==> src/cc_consts.svh <==
// Constants for the capture/compare channel block: counts, widths,
// field positions and reset values.
// Assumes inclusion by bare name from every file that needs them.
`ifndef CC_CONSTS_SVH
`define CC_CONSTS_SVH

// ----------------------------------------------------------------
// Channel counts and widths
// ----------------------------------------------------------------
`define CC_NUM_CMP 6
`define CC_NUM_CAP 4
`define CC_TIMER_W 16
`define CC_STEPS 65536

// ----------------------------------------------------------------
// Shadow control word: bit 7 overflow trigger, bit 6 software trigger,
// bits 5..0 channel output bits
// ----------------------------------------------------------------
`define CC_SHC_SHADOW_ON_OVERFLOW 7
`define CC_SHC_ENSW 6
`define CC_SHC_OUT_HI 5
`define CC_SHC_OUT_LO 0

// ----------------------------------------------------------------
// Reset values
// ----------------------------------------------------------------
`define CC_CMP_RST 16'h0000
`define CC_OUT_RST 6'h00
`define CC_CAP_RST 16'h0000

`endif

==> src/cc_pkg.sv <==
// Types shared by the capture/compare channel files.
// Assumes nothing of its surroundings.
`default_nettype none

package cc_pkg;

	// Compare mode, one field for all compare channels
	typedef enum logic [1:0] {
		CC_MODE0 = 2'h0,
		CC_MODE1 = 2'h1,
		CC_MODE_CONC = 2'h2
	} cc_cmode_e;

	// Capture edge choice, taken from the shared interrupt setup
	typedef enum logic [1:0] {
		CC_EDGE_NONE = 2'h0,
		CC_EDGE_RISE = 2'h1,
		CC_EDGE_FALL = 2'h2,
		CC_EDGE_BOTH = 2'h3
	} cc_edge_e;

	typedef logic [15:0] cc_count_t;

endpackage : cc_pkg

`default_nettype wire

==> src/cc_cmp_if.sv <==
// Carrier between the top block and one compare core.
// Assumes both ends run on the same clock.
`default_nettype none

interface cc_cmp_if;
	cc_pkg::cc_count_t count;
	cc_pkg::cc_count_t shadow;
	logic xfer_evt;
	cc_pkg::cc_count_t cmp;
	logic match;
	logic match_rise;

	modport core (
		input count,
		input shadow,
		input xfer_evt,
		output cmp,
		output match,
		output match_rise
	);

	modport top (
		output count,
		output shadow,
		output xfer_evt,
		input cmp,
		input match,
		input match_rise
	);
endinterface : cc_cmp_if

`default_nettype wire

==> src/cc_chan.sv <==
// Capture/compare channels of a 16-bit timer unit: six compare outputs,
// four capture inputs, shadow control and compare output register.
// Assumes base timer counts, overflow pulses and reload values arrive on
// clk; capture pins are asynchronous and synchronised here.
//
// Overview of operation
// - Six compare channels, full 16-bit PWM resolution
// - Four captures; every channel enabled on its own
// - Capture mode per channel; function from enables
// - Even channels group A, odd group B
// - Capture edge rising, falling or both
// - Output undriven until enabled, initial value latched
// - Match of value and count changes output
// - One compare mode field for all channels
// - Pin updates in the match cycle
// - Match level while equal; rising edge acts
// - Compare registers loaded only by shadow transfer
// - Overflow trigger loads on base timer overflow
// - Software trigger: output bit set, cleared next
// - Transfer on trigger rising edge
// - Overflow trigger clears software trigger bit
// - Software trigger off: bits reach hidden register
// - Mode 0 enable: active if count at least value
// - Active level from group polarity bit
// - Mode 0: match to active, overflow inactive
// - Value equal reload keeps output active
// - Channels 0..3 raise external interrupt lines
`default_nettype none

`include "cc_consts.svh"

module cc_chan #(
	parameter int NUM_CMP = `CC_NUM_CMP,
	parameter int NUM_CAP = `CC_NUM_CAP,
	parameter int TW = `CC_TIMER_W
) (
	input wire logic clk,
	input wire logic rst_n,
	input wire logic [NUM_CMP-1:0][TW-1:0] chan_count,
	input wire logic [NUM_CMP-1:0] chan_ovf,
	input wire logic [NUM_CMP-1:0][TW-1:0] chan_reload,
	input wire logic [NUM_CMP-1:0] channel_compare_enable_field,
	input wire logic [NUM_CAP-1:0] capture_enable,
	input wire logic [NUM_CAP-1:0] capture_mode,
	input wire logic [NUM_CAP-1:0][1:0] capture_edge_sel,
	input wire logic [1:0] compare_mode_select,
	input wire logic group_a_polarity,
	input wire logic group_b_polarity,
	input wire logic [NUM_CMP-1:0] cmp_int_en,
	input wire logic [NUM_CMP-1:0] shadow_wr_lo,
	input wire logic [NUM_CMP-1:0] shadow_wr_hi,
	input wire logic [7:0] shadow_wr_byte,
	input wire logic shadow_ctrl_wr,
	input wire logic [7:0] shadow_ctrl_wdata,
	input wire logic [NUM_CAP-1:0] capture_pin,
	input wire logic [NUM_CAP-1:0] capture_sw_trig,
	output logic [NUM_CMP-1:0][TW-1:0] compare_value_shadow_reg,
	output logic [7:0] compare_shadow_ctrl_reg,
	output logic [NUM_CAP-1:0][TW-1:0] capture_value,
	output logic [NUM_CMP-1:0] cmp_pin_o,
	output logic [NUM_CMP-1:0] cmp_pin_oe,
	output logic [NUM_CAP-1:0] ext_int_req,
	output logic [NUM_CMP-1:0] cmp_int_req
);

	// ----------------------------------------------------------------
	// Functions
	// ----------------------------------------------------------------
	// Group A holds even channels, group B odd ones
	function automatic logic active_level(input int ch, input logic pol_a, input logic pol_b);
		active_level = (ch % 2 == 0) ? pol_a : pol_b;
	endfunction : active_level

	// Edge detect against the chosen trigger edge
	function automatic logic edge_hit(input logic [1:0] sel, input logic now_v,
			input logic old_v);
		edge_hit = 1'b0;
		unique case (cc_pkg::cc_edge_e'(sel))
			cc_pkg::CC_EDGE_NONE: edge_hit = 1'b0;
			cc_pkg::CC_EDGE_RISE: edge_hit = now_v && !old_v;
			cc_pkg::CC_EDGE_FALL: edge_hit = !now_v && old_v;
			cc_pkg::CC_EDGE_BOTH: edge_hit = now_v ^ old_v;
		endcase
	endfunction : edge_hit

	// ----------------------------------------------------------------
	// Declarations
	// ----------------------------------------------------------------
	cc_pkg::cc_cmode_e mode;
	logic shadow_on_overflow_q;
	logic ensw_q;
	logic [NUM_CMP-1:0] coout_q;
	logic [NUM_CMP-1:0] hidden_q;
	logic [NUM_CMP-1:0][TW-1:0] shadow_q;
	logic [NUM_CMP-1:0] en_q;
	logic [NUM_CMP-1:0] en_rise;
	logic [NUM_CMP-1:0] out_q;
	logic [NUM_CMP-1:0] out_d;
	logic [NUM_CMP-1:0] rise;
	logic [NUM_CMP-1:0][TW-1:0] cmp_val;
	logic [NUM_CAP-1:0] cap_s1_q;
	logic [NUM_CAP-1:0] cap_s2_q;
	logic [NUM_CAP-1:0] cap_s3_q;
	logic [NUM_CAP-1:0] cap_hit;
	logic [NUM_CAP-1:0] cap_take_q;
	logic [NUM_CAP-1:0] cap_irq_q;
	logic [2:0] cap_warm_q;
	logic wr_ensw;
	logic wr_shadow_on_overflow;

	// One mode for every enabled compare channel
	assign mode = cc_pkg::cc_cmode_e'(compare_mode_select);

	// ----------------------------------------------------------------
	// Shadow control word
	// ----------------------------------------------------------------
	assign wr_shadow_on_overflow = shadow_ctrl_wdata[`CC_SHC_SHADOW_ON_OVERFLOW];
	assign wr_ensw = shadow_ctrl_wdata[`CC_SHC_ENSW];

	// Trigger selects; overflow trigger forces the software one off
	always_ff @(posedge clk) begin
		if (!rst_n) begin
			shadow_on_overflow_q <= 1'b0;
			ensw_q <= 1'b0;
		end else if (shadow_ctrl_wr) begin
			shadow_on_overflow_q <= wr_shadow_on_overflow;
			ensw_q <= wr_ensw && !wr_shadow_on_overflow;
		end else if (shadow_on_overflow_q) begin
			ensw_q <= 1'b0;
		end
	end

	// Output bits act as transfer strobes, high for one cycle
	always_ff @(posedge clk) begin
		if (!rst_n) begin
			coout_q <= `CC_OUT_RST;
		end else if (shadow_ctrl_wr && wr_ensw && !wr_shadow_on_overflow) begin
			coout_q <= shadow_ctrl_wdata[`CC_SHC_OUT_HI:`CC_SHC_OUT_LO];
		end else begin
			coout_q <= `CC_OUT_RST;
		end
	end

	// With software trigger off the bits land in the hidden register
	always_ff @(posedge clk) begin
		if (!rst_n) begin
			hidden_q <= `CC_OUT_RST;
		end else if (shadow_ctrl_wr && !(wr_ensw && !wr_shadow_on_overflow)) begin
			hidden_q <= shadow_ctrl_wdata[`CC_SHC_OUT_HI:`CC_SHC_OUT_LO];
		end
	end

	// Read view follows the same routing as writes
	assign compare_shadow_ctrl_reg = {shadow_on_overflow_q, ensw_q, ensw_q ? coout_q : hidden_q};

	// ----------------------------------------------------------------
	// Compare value shadow registers
	// ----------------------------------------------------------------
	// Byte writes go here only; the live compare value never sees them
	always_ff @(posedge clk) begin
		if (!rst_n) begin
			shadow_q <= '0;
		end else begin
			for (int i = 0; i < NUM_CMP; i++) begin
				if (shadow_wr_lo[i]) begin
					shadow_q[i][7:0] <= shadow_wr_byte;
				end
				if (shadow_wr_hi[i]) begin
					shadow_q[i][TW-1:8] <= shadow_wr_byte;
				end
			end
		end
	end

	assign compare_value_shadow_reg = shadow_q;

	// ----------------------------------------------------------------
	// Compare cores
	// ----------------------------------------------------------------
	// Full-width count keeps all 65536 steps per channel
	for (genvar g = 0; g < NUM_CMP; g++) begin : g_cmp
		cc_cmp_if link ();

		assign link.count = chan_count[g];
		assign link.shadow = shadow_q[g];
		// Overflow or output-bit strobe starts the load
		assign link.xfer_evt = shadow_on_overflow_q ? chan_ovf[g] : (ensw_q && coout_q[g]);
		assign cmp_val[g] = link.cmp;
		assign rise[g] = link.match_rise && channel_compare_enable_field[g];

		cc_cmp_core u_core (
			.clk(clk),
			.rst_n(rst_n),
			.bus(link.core)
		);
	end

	// ----------------------------------------------------------------
	// Compare output logic
	// ----------------------------------------------------------------
	// Enable edge latches the initial level
	always_ff @(posedge clk) begin
		if (!rst_n) begin
			en_q <= '0;
		end else begin
			en_q <= channel_compare_enable_field;
		end
	end

	assign en_rise = channel_compare_enable_field & ~en_q;

	// Next output level; combinational so the pin moves in the match cycle
	always_comb begin
		logic act;
		act = 1'b0;
		out_d = out_q;
		for (int i = 0; i < NUM_CMP; i++) begin
			act = active_level(i, group_a_polarity, group_b_polarity);
			if (!channel_compare_enable_field[i]) begin
				out_d[i] = !act;
			end else begin
				unique case (mode)
					cc_pkg::CC_MODE0: begin
						if (en_rise[i]) begin
							// At or past the value already means active
							out_d[i] = (chan_count[i] >= cmp_val[i]) ? act : !act;
						end else if (rise[i]) begin
							out_d[i] = act;
						end else if (chan_ovf[i] && (cmp_val[i] != chan_reload[i])) begin
							// Value equal to reload holds active for full duty
							out_d[i] = !act;
						end
					end
					cc_pkg::CC_MODE1: begin
						if (en_rise[i] || rise[i]) begin
							out_d[i] = hidden_q[i];
						end
					end
					cc_pkg::CC_MODE_CONC: begin
						// Channel 0 match updates every enabled output at once
						if (en_rise[i] || rise[0]) begin
							out_d[i] = hidden_q[i];
						end
					end
					default: begin
						out_d[i] = out_q[i];
					end
				endcase
			end
		end
	end

	always_ff @(posedge clk) begin
		if (!rst_n) begin
			out_q <= `CC_OUT_RST;
		end else begin
			out_q <= out_d;
		end
	end

	// Pin shows the new level in the same cycle as the match edge
	assign cmp_pin_o = out_d;
	// Undriven until the compare function is enabled
	assign cmp_pin_oe = channel_compare_enable_field;
	// Match edge raises the request when enabled
	assign cmp_int_req = rise & cmp_int_en;

	// ----------------------------------------------------------------
	// Capture inputs
	// ----------------------------------------------------------------
	// Two-stage synchroniser, then a third stage for the edge compare
	always_ff @(posedge clk) begin
		if (!rst_n) begin
			cap_s1_q <= '0;
			cap_s2_q <= '0;
			cap_s3_q <= '0;
		end else begin
			cap_s1_q <= capture_pin;
			cap_s2_q <= cap_s1_q;
			cap_s3_q <= cap_s2_q;
		end
	end

	// Edges count only once the history holds real samples; a pin that
	// idles high would otherwise fake a rising edge right after reset
	always_ff @(posedge clk) begin
		if (!rst_n) begin
			cap_warm_q <= '0;
		end else begin
			cap_warm_q <= {cap_warm_q[1:0], 1'b1};
		end
	end

	// A compare-enabled pin is an output, so its capture is suppressed
	always_comb begin
		cap_hit = '0;
		for (int i = 0; i < NUM_CAP; i++) begin
			if (capture_enable[i] && !channel_compare_enable_field[i]) begin
				if (capture_mode[i]) begin
					cap_hit[i] = capture_sw_trig[i];
				end else begin
					cap_hit[i] = cap_warm_q[2]
						&& edge_hit(capture_edge_sel[i], cap_s2_q[i], cap_s3_q[i]);
				end
			end
		end
	end

	// Timer is latched in the cycle after the edge was seen
	always_ff @(posedge clk) begin
		if (!rst_n) begin
			cap_take_q <= '0;
			cap_irq_q <= '0;
		end else begin
			cap_take_q <= cap_hit;
			cap_irq_q <= cap_hit & ~capture_mode; // Software capture raises no request
		end
	end

	always_ff @(posedge clk) begin
		if (!rst_n) begin
			capture_value <= '0;
		end else begin
			for (int i = 0; i < NUM_CAP; i++) begin
				if (cap_take_q[i]) begin
					capture_value[i] <= chan_count[i];
				end
			end
		end
	end

	// ----------------------------------------------------------------
	// Shared external interrupt lines
	// ----------------------------------------------------------------
	// Channels 0..3 own the lines; 4 and 5 have no capture side
	always_comb begin
		for (int i = 0; i < NUM_CAP; i++) begin
			ext_int_req[i] = channel_compare_enable_field[i] ? rise[i] : cap_irq_q[i];
		end
	end

endmodule : cc_chan

`default_nettype wire

==> src/cc_cmp_core.sv <==
// One compare core: hidden compare register with shadow load, comparator
// and match edge detector.
// Assumes count and transfer event come from logic on the same clock.
`default_nettype none

`include "cc_consts.svh"

module cc_cmp_core (
	input wire logic clk,
	input wire logic rst_n,
	cc_cmp_if.core bus
);

	logic evt_q;
	logic match_q;
	cc_pkg::cc_count_t cmp_q;

	// ----------------------------------------------------------------
	// Shadow transfer
	// ----------------------------------------------------------------
	// Only the rising edge of the trigger loads; a held trigger loads once
	always_ff @(posedge clk) begin
		if (!rst_n) begin
			evt_q <= 1'b0;
		end else begin
			evt_q <= bus.xfer_evt;
		end
	end

	// Whole word in one edge, never a half-updated value
	always_ff @(posedge clk) begin
		if (!rst_n) begin
			cmp_q <= `CC_CMP_RST;
		end else if (bus.xfer_evt && !evt_q) begin
			cmp_q <= bus.shadow;
		end
	end

	// ----------------------------------------------------------------
	// Comparator
	// ----------------------------------------------------------------
	// Match stays high while equal; only its rising edge acts
	always_ff @(posedge clk) begin
		if (!rst_n) begin
			match_q <= 1'b0;
		end else begin
			match_q <= bus.match;
		end
	end

	assign bus.cmp = cmp_q;
	assign bus.match = (bus.count == cmp_q);
	assign bus.match_rise = bus.match && !match_q;

endmodule : cc_cmp_core

`default_nettype wire

==> config.mk <==
export PLATFORM = sky130hd
export DESIGN_NAME = cc_chan
export DESIGN_NICKNAME = d
export VERILOG_FILES = /design/src/cc_pkg.sv /design/src/cc_cmp_if.sv /design/src/cc_chan.sv /design/src/cc_cmp_core.sv
export VERILOG_INCLUDE_DIRS = /design/src /design/src/src
export SDC_FILE = /design/constraint.sdc
export NUM_CORES = 1
export LEC_CHECK = 0
export BUFFER_PORTS_ARGS = -buffer_cell sky130_fd_sc_hd__buf_4
export CAP_MARGIN = 20
export CORE_AREA = 2 2 180 182
export CTS_CLUSTER_SIZE = 12
export DETAILED_ROUTE_END_ITERATION = 6
export DIE_AREA = 0 0 182 184
export GPL_TIMING_DRIVEN = 1
export PLACE_DENSITY = 0.8
export SLEW_MARGIN = 15
export SYNTH_ARGS = -nofsm -noshare
export SYNTH_HDL_FRONTEND = slang
export SYNTH_SLANG_ARGS = --single-unit
==> constraint.sdc <==
create_clock -name clk -period 4.3 [get_ports clk]
set_clock_uncertainty 0.2 [all_clocks]
set_input_delay 0.215 -clock clk [delete_from_list [all_inputs] [get_ports clk]]
set_output_delay 0.215 -clock clk [all_outputs]
set_load 0.03 [all_outputs]
==> summary.md <==
| Metric | Value |
|---|---|
| CTS Buffer Depth | 3 |
| Startpoint Class | flop |
| Worst Hold Class | input port to flop |
| Vias in the first global route | approximately 14000 |
| Io pins | 459 |
| DR vias | 14309 |
| Inserted Clock Buffers | 37 |
| Critical Path Source | g_cmp[4].u_core.bus.cmp[3] |
| Mapped Nets | about 2100 |
| All-layer global routing usage | 0.310 |
| HPWL after DPL | just under 40000 microns |
| Yosys top cell area share | 0.408 |
| Synth Instances | 1686 |
| Critical path type | flop to output port |
| Hold wc startpoint | chan_count[65] |
| Crit end category | output port |
| Synth warn | 0 |
| Pre-CTS setup slack | around 1.0 ns |
| Share of cells above drive strength 1 | 0.237 |
| Hold Path Cell Cnt | 4 |
| Die Y | roughly 180 microns |
| Post-Synth XOR/XNOR Area | 0.0541 |
| RR Startpoint | g_cmp[4].u_core.bus.cmp[3] |
| Largest fanout on the critical path | 3 |
| CTS Sinks | roughly 320 |
| GP Congestion | about 0.91 |
| Post-synthesis mux area share | 0.177 |
| Status | completed |
| Max VDD drop | approximately 0.31 mV |
| Initial Util | 0.495 |
| Seq/Total Area, Yosys | 0.408 |
| Synth top cells by count | dfxtp_1 (317), nor2_1 (304), mux2i_1 (272) |
| Total Routed Length | 54000 microns |
| Post-synth EDFFs | 0 |
| Largest net degree at the start of global routing | approximately 150 |
| CTS H-tree depth | 2 |
| Min Clock Period, post-route | about 3.8 ns |
| Global-route wire length before repair | approximately 80000 microns |
| Most common cell in the synthesized netlist | dfxtp_1 |
| Ys flop type | dfxtp_1 |
| Synth Area in Compound Gates | 0.0717 |
| Maxcap violations | 0 |
| Slew Viols, Final | 0 |
| Post-synthesis cell type count | approximately 60 |
| Part of the cycle the worst path needs | 0.891 |
| Root Buffer Master | clkbuf_16 |
| Static Leakage | roughly 9.5 nW |
| Port Buffers | 458 |
| Core box area | roughly 0.031 sq mm |
| Residual DRC | 0 |
| R2R depth | 9 |
| Clk slew on worst S/H paths | approximately 0.060 ns |
| Required @ worst endpoint | around 3.9 ns |
| Chip width | 182 microns |
| Setup tns final | 0 ns |
| Final setup fails | 0 |
| DR pass1 iterations | 5 |
| Final core occ | 0.694 |
| CP arrival | between 3 and 4 ns |
| Yosys reg bits | ~320 |
| Setup repair bufs after CTS | 0 |
| Initial antenna violation count | 1 |
| Rel. slew slack | 0.255 |
| RSZ-0062 raised after global routing | no |
| P per Cell Area | 337 mW/mm^2 |
| Main combinational cell family by area after synthesis | multiplexers |
| Synth top area cells | dfxtp_1 (41%), mux2i_1 (18%), ha_1 (8.7%) |
| Ys async rst share | 0 |
| GRT Residual Overflow | 0 |
| Fin nets | approximately 2600 |
| CTS tree | yes |
| Mapped Avg Cell Area | 9.22 sq um |
| Post-synthesis simple-gate area fraction | 0.146 |
| DR vias/cell | 5.35 |
| Setup slack after layout | ~0.47 ns |
| Final ANT Viol Nets | 0 |
| Num rows | 65 |
| Initial DRC count | 673 |
| Area Overhead vs Synth | 40.2% |
| Hold slack | between 0.07 and 0.08 ns |
| Fmax | about 260 MHz |
| Worst skew pair latency | roughly 0.5 ns |
| Final Hold Fails | 0 |
| Die area | around 0.033 sq mm |
| WL per Instance | between 20 and 25 microns |
| Synthesized-area fraction occupied by adder cells | 0.0869 |
| Flop-to-flop setup slack | approximately 1.3 ns |
| Least-Margin Pin Slew | ~1.1 ns |
| Leading area contributor after synthesis | dfxtp_1 |
| Synthesized area | 0.0155 sq mm |
==> worst paths after layout <==
check	end
max	cmp_pin_o[4]
min	g_cmp[4].u_core.match_q
max reg2reg	out_q[4]
min reg2reg	cap_warm_q[2]
==> final cells by class <==
type	instances	area (sq um)
flip-flops and latches	317	6350
diodes	2	5.00
clock inverters	9	80.1
well taps	402	503
repair buffers	608	4940
inverters	137	522
clock buffers	50	1060
fillers	2377	9600
multi-input cells	1149	8330
==> cell usage in the layout, fill, tap and decap left out, types with 16 or more instances in the layout <==
cell / n
dlygate4sd3_1: 141
o21ai_0: 33
xor2_1: 16
and2_1: 26
ha_1: 108
nand4_1: 45
clkbuf_16: 37
nand2_1: 41
buf_4: 465
nor2_1: 304
xnor2_1: 80
inv_1: 136
a21oi_1: 59
a21o_1: 16
mux2i_1: 272
dfxtp_1: 317
==> where the power goes <==
part | switching, W | leakage, nW | internal (W) | total, W
sequential | 0.0000937 | 2.58 | 0.00303 | 0.00313
clock | 0.00122 | 0.573 | 0.00178 | 0.00300
combinational | 0.000650 | 6.32 | 0.000575 | 0.00122
total | 0.00196 | 9.48 | 0.00539 | 0.00735
==> registers in the layout, summed over array words and instances (netlist names) <==
register and flops:
en_q 6, out_q 6, g_cmp.u_core.match_q 6, cap_warm_q 3, coout_q 6, shadow_on_overflow_q 1, cap_irq_q 4, g_cmp.u_core.evt_q 6
ensw_q 1, g_cmp.u_core.bus.cmp 96, capture_value 64, hidden_q 6, g_cmp.link.shadow 96, cap_s1_q 4, cap_take_q 4, cap_s3_q 4
cap_s2_q 4
==> worst max-delay path: stages, from the launching register on <==
cell and delay (ns):
dfxtp_1 0.37, inv_1 0.06, ha_1 0.31, nand4_1 0.16, nor4_1 0.60, a21o_1 0.24
mux2_2 0.34, a222oi_1 0.27, mux2_2 0.22, o21ai_0 0.13, buf_4 0.21
==> through the flow <==
stage | cell area (sq um) | std cells | total power, W
floorplan | 15500 | 1686 | 0.00377
global placement | 19200 | 2471 | 0.00427
detailed placement | 19200 | 2471 | 0.00430
CTS | 21800 | 2671 | 0.00738
global route | 21800 | 2673 | 0.00761
finish | 21800 | 2674 | 0.00735
==> timing repair <==
action / 4_1_cts / 5_1_grt
endpoints found under the hold margin: 215 / 0
hold buffers: 141 / 0
gates resized for setup: 0 / 0
==> cells by family after synthesis <==
group,count (synthesis)
adder cells (fa/ha/maj),108
buffers and inverters,220
XOR/XNOR,96
AO/OA/AOI/OAI,171
multiplexers,275
flip-flops,317
AND/OR/NAND/NOR,499
==> metal layers <==
layer	wire length (microns)	GRT usage	share of wire	vias to the layer above
li1	-	-	-	6841
met1	21400	0.361	0.40	6748
met2	26400	0.551	0.49	587
met3	3930	0.0674	0.073	133
met4	2260	0.129	0.042	0
met5	0	0	0	-
No activity file was read; power rests on OpenSTA's default activity.
